--- src/design/ktr_pkg.sv ---
// package for the link training register bank: offsets, fields, resets
// assumes word addressing on the plain register port
`default_nettype none
package ktr_pkg;
  localparam int ADDR_W = 8;
  // register word addresses
  localparam logic [7:0] OFS_FRAME = 8'hd4;
  localparam logic [7:0] OFS_APPLIED = 8'hd5;
  localparam logic [7:0] OFS_LIMITS = 8'hd6;
  localparam logic [7:0] OFS_CTRL = 8'hd7;
  // training frame word fields
  localparam int FR_LPUPD_LO = 16;
  localparam int FR_LPINIT = 22;
  localparam int FR_PRESET = 23;
  localparam int FR_LPSTAT_LO = 24;
  localparam int FR_RXREADY = 30;
  // applied settings fields
  localparam int AP_SWING_LO = 0;
  localparam int AP_POST_LO = 8;
  localparam int AP_PRE_LO = 16;
  localparam int AP_RX_LINEAR_EQUALIZER_LO = 20;
  localparam int AP_CTLEM_LO = 24;
  localparam int AP_DFEM_LO = 26;
  // override fields
  localparam int OV_MAX_LO = 0;
  localparam int OV_MAX_EN = 6;
  localparam int OV_MIN_LO = 8;
  localparam int OV_MIN_EN = 14;
  localparam int OV_POST_LO = 16;
  localparam int OV_POST_EN = 21;
  localparam int OV_PRE_LO = 24;
  localparam int OV_PRE_EN = 28;
  // control word: bit 0 training enable
  localparam int CT_TRAIN_EN = 0;
  localparam logic CTRL_RESET = 1'b1;
  localparam logic [31:0] LIMITS_RESET = 32'h0000_0000;
  localparam logic [31:0] LIMITS_MASK = 32'h1f3f_7f7f;
  // partner status encoding
  localparam logic [1:0] ST_MAX = 2'b11;
  localparam logic [1:0] ST_MIN = 2'b01;
  localparam logic [1:0] ST_UPD = 2'b10;
  localparam logic [1:0] ST_NONE = 2'b00;
endpackage
`default_nettype wire

--- src/design/ktr_limit_sel.sv ---
// one limit selector: override value or compile-time limit
// assumes enable and value come from the same clock domain
`default_nettype none
module ktr_limit_sel #(
  parameter int W = 6
) (
  input wire logic en,
  input wire logic [W-1:0] ovrd,
  input wire logic [W-1:0] dflt,
  output logic [W-1:0] lim
);
  // stored override is ignored whenever its enable is clear
  assign lim = en ? ovrd : dflt;
endmodule
`default_nettype wire

--- src/design/ktr_regs.sv ---
// link training register bank: partner frame fields, applied settings,
// transmit limit overrides for max swing, min swing, post and pre tap; preset main tap follows the max override
// assumes train_logic and receive_equalization inputs share clk
//
// The address-and-strobe port was left to the implementer.
`default_nettype none
module ktr_regs #(
  parameter logic [5:0] MAX_SWING_LIMIT = 6'h3c,
  parameter logic [5:0] MIN_SWING_LIMIT = 6'h09,
  parameter logic [4:0] POST_TAP_LIMIT = 5'h19,
  parameter logic [3:0] PRE_TAP_LIMIT = 4'h0f,
  parameter logic [5:0] PRESET_MAIN_TAP = 6'h3c
) (
  input wire logic clk,
  input wire logic rstn,
  input wire logic [ktr_pkg::ADDR_W-1:0] addr,
  input wire logic [31:0] wdata,
  input wire logic wr,
  input wire logic rd,
  output logic [31:0] rdata,
  // partner frame as decoded by train_logic
  input wire logic frame_valid,
  input wire logic [5:0] frame_update,
  input wire logic frame_init,
  input wire logic frame_preset,
  input wire logic [5:0] frame_status,
  input wire logic frame_rx_ready,
  // settings issued to the reconfiguration logic
  input wire logic swing_valid,
  input wire logic [5:0] swing_val,
  input wire logic post_valid,
  input wire logic [4:0] post_val,
  input wire logic pre_valid,
  input wire logic [3:0] pre_val,
  input wire logic rx_linear_equalizer_valid,
  input wire logic [3:0] rx_linear_equalizer_val,
  input wire logic rx_linear_equalizer_mode_valid,
  input wire logic [1:0] rx_linear_equalizer_mode_val,
  input wire logic dfe_mode_valid,
  input wire logic [1:0] dfe_mode_val,
  // to train_logic
  output logic train_en,
  output logic [5:0] lp_update,
  output logic lp_init,
  output logic tx_preset,
  output logic [5:0] max_swing_limit,
  output logic [5:0] min_swing_limit,
  output logic [4:0] post_tap_limit,
  output logic [3:0] pre_tap_limit,
  output logic [5:0] preset_main_tap
);
  // ---------------------------------------------------------------
  // state
  // ---------------------------------------------------------------
  logic [5:0] upd;
  logic init;
  logic preset;
  logic [5:0] lpstat;
  logic rxready;
  logic [31:0] applied;
  logic [31:0] limits;
  logic wr_frame;
  logic wr_limits;
  logic wr_ctrl;

  function automatic logic hit(input logic [7:0] a, input logic [7:0] o);
    return a == o;
  endfunction

  assign wr_frame = wr && hit(addr, ktr_pkg::OFS_FRAME);
  assign wr_limits = wr && hit(addr, ktr_pkg::OFS_LIMITS);
  assign wr_ctrl = wr && hit(addr, ktr_pkg::OFS_CTRL);

  // ---------------------------------------------------------------
  // control
  // ---------------------------------------------------------------
  always_ff @(posedge clk) begin
    if (!rstn) begin
      train_en <= ktr_pkg::CTRL_RESET;
    end else if (wr_ctrl) begin
      train_en <= wdata[ktr_pkg::CT_TRAIN_EN];
    end
  end

  // ---------------------------------------------------------------
  // partner frame fields
  // ---------------------------------------------------------------
  // training logic owns the fields while enabled; software only after
  // it clears the enable, so the two never race for the same bits
  always_ff @(posedge clk) begin
    if (!rstn) begin
      upd <= 6'h00;
      init <= 1'b0;
      preset <= 1'b0;
    end else if (train_en) begin
      if (frame_valid) begin
        upd <= frame_update;
        init <= frame_init;
        preset <= frame_preset;
      end
    end else if (wr_frame) begin
      upd <= wdata[ktr_pkg::FR_LPUPD_LO +: 6];
      init <= wdata[ktr_pkg::FR_LPINIT];
      preset <= wdata[ktr_pkg::FR_PRESET];
    end
  end

  // status fields are never writable
  always_ff @(posedge clk) begin
    if (!rstn) begin
      lpstat <= {3{ktr_pkg::ST_NONE}};
      rxready <= 1'b0;
    end else if (frame_valid) begin
      lpstat <= frame_status;
      rxready <= frame_rx_ready;
    end
  end

  assign lp_update = upd;
  assign lp_init = init;
  assign tx_preset = preset;

  // ---------------------------------------------------------------
  // applied settings capture
  // ---------------------------------------------------------------
  always_ff @(posedge clk) begin
    if (!rstn) begin
      applied <= 32'h0000_0000;
    end else begin
      if (swing_valid) begin
        applied[ktr_pkg::AP_SWING_LO +: 6] <= swing_val;
      end
      if (post_valid) begin
        applied[ktr_pkg::AP_POST_LO +: 5] <= post_val;
      end
      if (pre_valid) begin
        applied[ktr_pkg::AP_PRE_LO +: 4] <= pre_val;
      end
      if (rx_linear_equalizer_valid) begin
        applied[ktr_pkg::AP_RX_LINEAR_EQUALIZER_LO +: 4] <= rx_linear_equalizer_val;
      end
      if (rx_linear_equalizer_mode_valid) begin
        applied[ktr_pkg::AP_CTLEM_LO +: 2] <= rx_linear_equalizer_mode_val;
      end
      if (dfe_mode_valid) begin
        applied[ktr_pkg::AP_DFEM_LO +: 2] <= dfe_mode_val;
      end
    end
  end

  // ---------------------------------------------------------------
  // limit overrides
  // ---------------------------------------------------------------
  // hardware does not check the programmed ranges; bad values are
  // software's problem
  always_ff @(posedge clk) begin
    if (!rstn) begin
      limits <= ktr_pkg::LIMITS_RESET;
    end else if (wr_limits) begin
      limits <= wdata & ktr_pkg::LIMITS_MASK;
    end
  end

  ktr_limit_sel #(.W(6)) u_max (
    .en(limits[ktr_pkg::OV_MAX_EN]),
    .ovrd(limits[ktr_pkg::OV_MAX_LO +: 6]),
    .dflt(MAX_SWING_LIMIT),
    .lim(max_swing_limit)
  );
  ktr_limit_sel #(.W(6)) u_pmain (
    .en(limits[ktr_pkg::OV_MAX_EN]),
    .ovrd(limits[ktr_pkg::OV_MAX_LO +: 6]),
    .dflt(PRESET_MAIN_TAP),
    .lim(preset_main_tap)
  );
  ktr_limit_sel #(.W(6)) u_min (
    .en(limits[ktr_pkg::OV_MIN_EN]),
    .ovrd(limits[ktr_pkg::OV_MIN_LO +: 6]),
    .dflt(MIN_SWING_LIMIT),
    .lim(min_swing_limit)
  );
  ktr_limit_sel #(.W(5)) u_post (
    .en(limits[ktr_pkg::OV_POST_EN]),
    .ovrd(limits[ktr_pkg::OV_POST_LO +: 5]),
    .dflt(POST_TAP_LIMIT),
    .lim(post_tap_limit)
  );
  ktr_limit_sel #(.W(4)) u_pre (
    .en(limits[ktr_pkg::OV_PRE_EN]),
    .ovrd(limits[ktr_pkg::OV_PRE_LO +: 4]),
    .dflt(PRE_TAP_LIMIT),
    .lim(pre_tap_limit)
  );

  // ---------------------------------------------------------------
  // read port
  // ---------------------------------------------------------------
  always_ff @(posedge clk) begin
    if (!rstn) begin
      rdata <= 32'h0000_0000;
    end else if (rd) begin
      case (addr)
        ktr_pkg::OFS_FRAME: begin
          rdata <= {1'b0, rxready, lpstat, preset, init, upd, 16'h0000};
        end
        ktr_pkg::OFS_APPLIED: rdata <= applied;
        ktr_pkg::OFS_LIMITS: rdata <= limits;
        ktr_pkg::OFS_CTRL: rdata <= {31'h0000_0000, train_en};
        default: rdata <= 32'h0000_0000;
      endcase
    end else begin
      rdata <= 32'h0000_0000;
    end
  end

  // ---------------------------------------------------------------
  // checks
  // ---------------------------------------------------------------
  preset_follow_a: assert property (
    @(posedge clk) disable iff (!rstn)
    (train_en && frame_valid) |=> tx_preset == $past(frame_preset))
    else $error("preset not taken from frame");
  locked_frame_a: assert property (
    @(posedge clk) disable iff (!rstn)
    (train_en && !frame_valid) |=> $stable(lp_update))
    else $error("partner update changed while locked");
  locked_write_a: assert property (
    @(posedge clk) disable iff (!rstn)
    (train_en && wr_frame && !frame_valid)
    |=> $stable(lp_update) && $stable(lp_init) && $stable(tx_preset))
    else $error("partner fields written while locked");
  open_write_a: assert property (
    @(posedge clk) disable iff (!rstn)
    (!train_en && wr_frame)
    |=> lp_update == $past(wdata[ktr_pkg::FR_LPUPD_LO +: 6])
    && tx_preset == $past(wdata[ktr_pkg::FR_PRESET]))
    else $error("partner fields not writable when open");
  status_rd_a: assert property (
    @(posedge clk) disable iff (!rstn)
    (frame_valid ##1 (rd && addr == ktr_pkg::OFS_FRAME && !frame_valid))
    |=> rdata[ktr_pkg::FR_LPSTAT_LO +: 6] == $past(frame_status, 2))
    else $error("partner status readback wrong");
  status_hold_a: assert property (
    @(posedge clk) disable iff (!rstn)
    !frame_valid |=> $stable(lpstat))
    else $error("partner status changed without frame");
  ready_rd_a: assert property (
    @(posedge clk) disable iff (!rstn)
    (frame_valid ##1 (rd && addr == ktr_pkg::OFS_FRAME && !frame_valid))
    |=> rdata[ktr_pkg::FR_RXREADY] == $past(frame_rx_ready, 2))
    else $error("partner ready readback wrong");
  ready_hold_a: assert property (
    @(posedge clk) disable iff (!rstn)
    !frame_valid |=> $stable(rxready))
    else $error("partner ready changed without frame");

  // ---------------------------------------------------------------
  // applied settings checks
  // ---------------------------------------------------------------
  swing_cap_a: assert property (
    @(posedge clk) disable iff (!rstn)
    swing_valid |=> applied[ktr_pkg::AP_SWING_LO +: 6] == $past(swing_val))
    else $error("swing not captured");
  applied_rd_a: assert property (
    @(posedge clk) disable iff (!rstn)
    (rd && addr == ktr_pkg::OFS_APPLIED) |=> rdata == $past(applied))
    else $error("applied word readback wrong");
  post_cap_a: assert property (
    @(posedge clk) disable iff (!rstn)
    post_valid |=> applied[ktr_pkg::AP_POST_LO +: 5] == $past(post_val))
    else $error("post tap not captured");
  pre_cap_a: assert property (
    @(posedge clk) disable iff (!rstn)
    pre_valid |=> applied[ktr_pkg::AP_PRE_LO +: 4] == $past(pre_val))
    else $error("pre tap not captured");
  rx_linear_equalizer_cap_a: assert property (
    @(posedge clk) disable iff (!rstn)
    rx_linear_equalizer_valid |=> applied[ktr_pkg::AP_RX_LINEAR_EQUALIZER_LO +: 4] == $past(rx_linear_equalizer_val))
    else $error("linear eq setting not captured");
  rx_linear_equalizer_mode_cap_a: assert property (
    @(posedge clk) disable iff (!rstn)
    rx_linear_equalizer_mode_valid
    |=> applied[ktr_pkg::AP_CTLEM_LO +: 2] == $past(rx_linear_equalizer_mode_val))
    else $error("linear eq mode not captured");
  dfe_cap_a: assert property (
    @(posedge clk) disable iff (!rstn)
    dfe_mode_valid
    |=> applied[ktr_pkg::AP_DFEM_LO +: 2] == $past(dfe_mode_val))
    else $error("feedback mode not captured");

  // ---------------------------------------------------------------
  // limit override checks
  // ---------------------------------------------------------------
  max_ovrd_a: assert property (
    @(posedge clk) disable iff (!rstn)
    (wr_limits && wdata[ktr_pkg::OV_MAX_EN])
    |=> max_swing_limit == $past(wdata[ktr_pkg::OV_MAX_LO +: 6])
    && preset_main_tap == $past(wdata[ktr_pkg::OV_MAX_LO +: 6]))
    else $error("max swing override not applied");
  min_ovrd_a: assert property (
    @(posedge clk) disable iff (!rstn)
    (wr_limits && wdata[ktr_pkg::OV_MIN_EN])
    |=> min_swing_limit == $past(wdata[ktr_pkg::OV_MIN_LO +: 6]))
    else $error("min swing override not applied");
  post_ovrd_a: assert property (
    @(posedge clk) disable iff (!rstn)
    (wr_limits && wdata[ktr_pkg::OV_POST_EN])
    |=> post_tap_limit == $past(wdata[ktr_pkg::OV_POST_LO +: 5]))
    else $error("post tap override not applied");
  pre_ovrd_a: assert property (
    @(posedge clk) disable iff (!rstn)
    (wr_limits && wdata[ktr_pkg::OV_PRE_EN])
    |=> pre_tap_limit == $past(wdata[ktr_pkg::OV_PRE_LO +: 4]))
    else $error("pre tap override not applied");
  max_dflt_a: assert property (
    @(posedge clk) disable iff (!rstn)
    (wr_limits && !wdata[ktr_pkg::OV_MAX_EN])
    |=> max_swing_limit == MAX_SWING_LIMIT
    && preset_main_tap == PRESET_MAIN_TAP)
    else $error("max swing default not used");
  min_dflt_a: assert property (
    @(posedge clk) disable iff (!rstn)
    (wr_limits && !wdata[ktr_pkg::OV_MIN_EN])
    |=> min_swing_limit == MIN_SWING_LIMIT)
    else $error("min swing default not used");
  post_dflt_a: assert property (
    @(posedge clk) disable iff (!rstn)
    (wr_limits && !wdata[ktr_pkg::OV_POST_EN])
    |=> post_tap_limit == POST_TAP_LIMIT)
    else $error("post tap default not used");
  pre_dflt_a: assert property (
    @(posedge clk) disable iff (!rstn)
    (wr_limits && !wdata[ktr_pkg::OV_PRE_EN])
    |=> pre_tap_limit == PRE_TAP_LIMIT)
    else $error("pre tap default not used");
endmodule
`default_nettype wire

--- config.mk ---
export PLATFORM = sky130hd
export DESIGN_NAME = ktr_regs
export DESIGN_NICKNAME = d
export VERILOG_FILES = /design/src/design/ktr_pkg.sv /design/src/design/ktr_limit_sel.sv /design/src/design/ktr_regs.sv
export SDC_FILE = /design/constraint.sdc
export NUM_CORES = 1
export LEC_CHECK = 0
export BUFFER_PORTS_ARGS = -buffer_cell sky130_fd_sc_hd__buf_2
export CAP_MARGIN = 15
export CORE_ASPECT_RATIO = 0.8
export CORE_UTILIZATION = 45
export CTS_BUF_LIST = sky130_fd_sc_hd__clkbuf_8 sky130_fd_sc_hd__clkbuf_16
export DETAILED_ROUTE_END_ITERATION = 16
export HOLD_SLACK_MARGIN = 0.06
export MAX_ROUTING_LAYER = met4
export PLACE_DENSITY = 0.74
export SETUP_SLACK_MARGIN = 0.2
export SLEW_MARGIN = 20
export SYNTH_ARGS = -nofsm -noshare
export SYNTH_HDL_FRONTEND = slang
export SYNTH_SLANG_ARGS = --single-unit
--- constraint.sdc ---
create_clock -name clk -period 2.7 [get_ports clk]
set_clock_uncertainty 0.15 [all_clocks]
set_input_delay 0.675 -clock clk [delete_from_list [all_inputs] [get_ports clk]]
set_output_delay 0.675 -clock clk [all_outputs]
set_load 0.02 [all_outputs]
After elaboration in Yosys (flattened, before gate mapping). Cells that the tools add are included.

Equality and inequality tests: 5. Mux-type cells: 14. Reductions and logical operators: 6.

Operators by type and width (count): 31-bit case mux with 4 select lines (1); 8-bit == test, second input constant (4); 6-bit two-way mux (5); 1-bit two-way mux (6); 5-bit two-way mux (1); 4-bit two-way mux (1); 2-bit AND reduction (2); 1-bit logical AND (3); 2-bit != test, second input constant (1); 2-bit nonzero test (1).

Flip-flop bits (word level): 96. Input port bits: 89. Output and inout port bits: 68. Logic and storage cells: 39.

Depth between registers and ports, before layout.
Word-level depth: 4. Depth in mapped cells: 6.

Hierarchy. Synthesis repeated with hierarchy kept, for this count alone.

Cell total of the unflattened synthesis: 410. Area total of the unflattened synthesis: 4165.2 µm².

Modules (own cells, without submodules): ktr_regs (instances 1, cells an instance 380, area an instance 3759.9 µm², sequential area each 1861.8 µm²); ktr_limit_sel at u_max ... (instances 3, cells an instance 7, area an instance 101.3 µm², sequential area each 0.0 µm²); ktr_limit_sel at u_post (instances 1, cells an instance 5, area an instance 56.3 µm², sequential area each 0.0 µm²); ktr_limit_sel at u_pre (instances 1, cells an instance 4, area an instance 45.0 µm², sequential area each 0.0 µm²).

Least setup slack after synthesis. Ideal clock, no wire load.

Kind: in2reg. Start: in addr[5] (netlist name). End: reg limits[10]. Library setup time: 0.072 ns. Data arrival time: 1.581 ns. Setup slack: 0.897 ns. Stages: 5. Path buffers: 2. Cells stage by stage: and4bb_1 > and3_1 > buf_4 > buf_6 > mux2i_1.

Cells in the longest elaborated chain, start to end: 2.

RTL lines: start: declaration (line ktr_regs.sv:16) `input wire logic [ktr_pkg::ADDR_W-1:0] addr,`; 8-bit == test (line ktr_regs.sv:67) `return a == o;`; 1-bit logical AND (line ktr_regs.sv:71) `assign wr_limits = wr && hit(addr, ktr_pkg::OFS_LIMITS);`; end signal: assignment (line ktr_regs.sv:158) `limits <= ktr_pkg::LIMITS_RESET;`; end signal: assignment (line ktr_regs.sv:160) `limits <= wdata & ktr_pkg::LIMITS_MASK;`; end: declaration (line ktr_regs.sv:61) `logic [31:0] limits;`.

No other way between the ends. A chain may end at the register's enable or synchronous reset.

Worst setup path in the final report.
Start: reg train_en. End: out train_en.

RTL lines: start: declaration (line ktr_regs.sv:42) `output logic train_en,`; start signal: assignment (line ktr_regs.sv:79) `train_en <= ktr_pkg::CTRL_RESET;`; start signal: assignment (line ktr_regs.sv:81) `train_en <= wdata[ktr_pkg::CT_TRAIN_EN];`.

No word-level cell between the ends.

==> impl_metrics.env <==
export IMPL_post_cts_setup_buffer_count=0
export IMPL_seqPwrFrac_pct=52.1
export IMPL_min_delay_start="limits[13]"
export IMPL_p_int_mw=2.09
export IMPL_hold_depth=2
export IMPL_synth_xor_area_share_pct=0
export IMPL_wl_per_cell_microns=14.8
export IMPL_grt_use_total_pct=22.2
export IMPL_combPwrFrac_pct=9.6
export IMPL_firstDrtPassIters=6
export IMPL_timing_final_crit_share_pct=79.6
export IMPL_synthSimpleGateAreaFrac_pct=20.7
export IMPL_r2r_start="train_en"
export IMPL_synthFlopType="dfxtp_1"
export IMPL_hpwl_microns=7030
export IMPL_p_leak_nw=2.19
export IMPL_rsz0062_at_grt="false"
export IMPL_clock_root_buffer="clkbuf_8"
export IMPL_final_layout_size_suffix_gt1_share_pct=34.0
export IMPL_ff2ff_setup_slack_ps=860
export IMPL_cp_max_fo=13
export IMPL_cts_sink_count=93
export IMPL_drt_total_wl_microns=9680
export IMPL_drcViolationCount=0
export IMPL_grt_max_degree=98
export IMPL_cap_violations=0
export IMPL_cp_top_family="flip-flops"
export IMPL_synthCells=406
export IMPL_synth_area_sq_mm=0.00393
export IMPL_timing_rr_end="lp_update[3]"
export IMPL_clockPowerShare_pct=38.2
export IMPL_fin_tns_setup_ps=0
export IMPL_clock_fmax_mhz=466
export IMPL_syn_avg_cell_area_sq_um=9.68
export IMPL_pin_count=157
export IMPL_fin_nets=625
export IMPL_muxShareOfSynthArea_pct=19.9
export IMPL_row_count=30
export IMPL_cp_data_arrival_time_ps=1320
export IMPL_hold_ws_ps=309
export IMPL_min_path_type="reg -> reg"
export IMPL_min_period_ps=2150
export IMPL_htree_levels=3
export IMPL_avgViaCountPerCell=4.96
export IMPL_numCtsBuffers=9
export IMPL_p_sw_uw=649
export IMPL_cts_path_max_buffers=2
export IMPL_swShare_pct=23.7
export IMPL_yosys_top_cells_count="dfxtp_1 (93), mux2i_1 (68), nand2_1 (65)"
export IMPL_cts_resized=0
export IMPL_peakVddDrop_uv=355
export IMPL_grt_pass1_wl_microns=15100
export IMPL_synthAdderAreaFrac_pct=0
export IMPL_start_kind="flip-flop"
export IMPL_crit_chain="buf_2"
export IMPL_synth_compound_area_share_pct=6.46
export IMPL_hold_violations=0
export IMPL_slew_headroom_pct=61.3
export IMPL_crit_type="reg -> out"
export IMPL_ctsHoldBuffers=0
export IMPL_netlist_area_leader_share_pct=47.4
export IMPL_ys_warn_count=0
export IMPL_vias=3239
export IMPL_power_per_cell_area_mw_per_mm2=556
export IMPL_finish_utilization_pct=58.0
export IMPL_hold_path_end="rdata[13]"
export IMPL_cp_slowest_cell="dfxtp_1"
export IMPL_area_delta_synth_final_pct=25.3
export IMPL_grt_overflow_total=0
export IMPL_dpl_cell_area_sq_mm=0.00469
export IMPL_synthArstFlopShare_pct=0
export IMPL_yosysMostFrequentCell="dfxtp_1"
export IMPL_die_area_sq_mm=0.00911
export IMPL_crit_required_ps=1880
export IMPL_die_w_microns=106
export IMPL_rr_worst_depth=3
export IMPL_ys_seq_area_share_pct=47.4
export IMPL_gp_congestion=0.835
export IMPL_total_power_mw=2.74
export IMPL_setup_viol=0
export IMPL_synth_top_area_cell="dfxtp_1"
export IMPL_tritoncts="done"
export IMPL_clk_pin_slew_ps=90
export IMPL_synth_edff_count=0
export IMPL_insertion_delay_ps=350
export IMPL_drv_slew=0
export IMPL_ys_seq_elements=93
export IMPL_worstPathBufferInverterCount=1
export IMPL_setup_worst_path_end_class="output pin"
export IMPL_die_y_microns=85.6
export IMPL_grt_antenna_before_repair=0
export IMPL_io_buffer_count=148
export IMPL_synth_area_leaders="dfxtp_1 (47%), mux2i_1 (17%), nand2_1 (6.2%)"
export IMPL_grt_pass1_vias=3028
export IMPL_synth_top_family_by_area="simple AND/OR/NAND/NOR gates"
export IMPL_ant_nets=0
export IMPL_core_sq_mm=0.00848
export IMPL_diodes=0
export IMPL_design_area_sq_mm=0.00492
export IMPL_status="finished clean"
export IMPL_drt_iter0_drc=160
export IMPL_initial_core_util_pct=46.3
export IMPL_worst_path_largest_cell_delay_ps=700
export IMPL_yosysUniqueCellTypes=30
export IMPL_max_slew_worst_pin_slew_ps=580
==> flip-flops by register name (all words and copies together), names as in the netlist <==
register / count
tx_preset: 1
train_en: 1
applied: 23
rdata: 29
limits: 25
rxready: 1
lpstat: 6
lp_update: 6
lp_init: 1
==> cell type report <==
type | instances | area (sq um)
clock buffers | 10 | 138
multi-input cells | 275 | 1860
clock inverters | 6 | 91.3
inverters | 1 | 3.75
well taps | 112 | 140
fillers | 767 | 3560
flip-flops and latches | 93 | 1860
repair buffers | 156 | 826
==> routing by layer <==
layer  track usage, %  vias up  wire length (microns)
li1                 -     1622                      -
met1             30.0     1479                   4450
met2             33.8      120                   4380
met3             3.88       18                    634
met4             7.47        0                    202
met5                -        -                      0
==> worst reg2reg max path: cells and delay by family, from the launching register on <==
family	cells	cell delay [ps]
AND/OR/NAND/NOR	2	880
flip-flops	1	500
AO/OA/AOI/OAI	1	160
==> placed cells by master, fill, tap and decap left out, types with 2 or more instances in the layout <==
cell type	instances
bufinv_16	2
buf_2	148
dfxtp_1	93
inv_6	3
and2_1	8
buf_4	6
nor2b_1	31
clkbuf_8	10
nand3_1	9
nand2b_1	13
o22ai_1	8
nor3_1	6
mux2i_1	68
nand2_1	65
and3_1	2
nor2_1	21
a2bb2oi_1	10
buf_12	2
mux2_2	8
nor4b_1	2
conb_1	3
a22oi_1	11
==> worst max path at each step <==
| stage | from | end | cells past startpoint |
|---|---|---|---|
| 6_report | train_en | train_en | 1 |
| 5_1_grt | train_en | train_en | 1 |
| 4_1_cts | train_en | train_en | 1 |
| 3_5_place_dp | addr[5] | limits[8] | 5 |
| 3_3_place_gp | addr[5] | limits[1] | 5 |
| 2_1_floorplan | addr[5] | limits[10] | 5 |
==> metrics by stage <==
step / cells / worst slack [ps]
2_1_floorplan: 408 / 897
3_3_place_gp: 637 / 406
3_5_place_dp: 637 / 361
4_1_cts: 653 / 534
5_1_grt: 653 / 471
6_report: 653 / 552
==> cell families after synthesis <==
group | Yosys count
other | 1
and+or+nand+nor | 163
AOI/OAI and AO/OA | 32
muxes | 77
buffers and inverters | 40
DFF | 93
==> power groups by stage <==
stage / Sequential [mW] / Clock, mW / Combinational, mW
after CTS: 1.43 / 1.08 / 0.265
after detailed placement: 1.46 / 0 / 0.265
after global routing: 1.43 / 1.13 / 0.289
after global placement: 1.46 / 0 / 0.258
final: 1.43 / 1.05 / 0.264
after floorplan: 1.46 / 0 / 0.152
(Power assumes the default switching activity.)
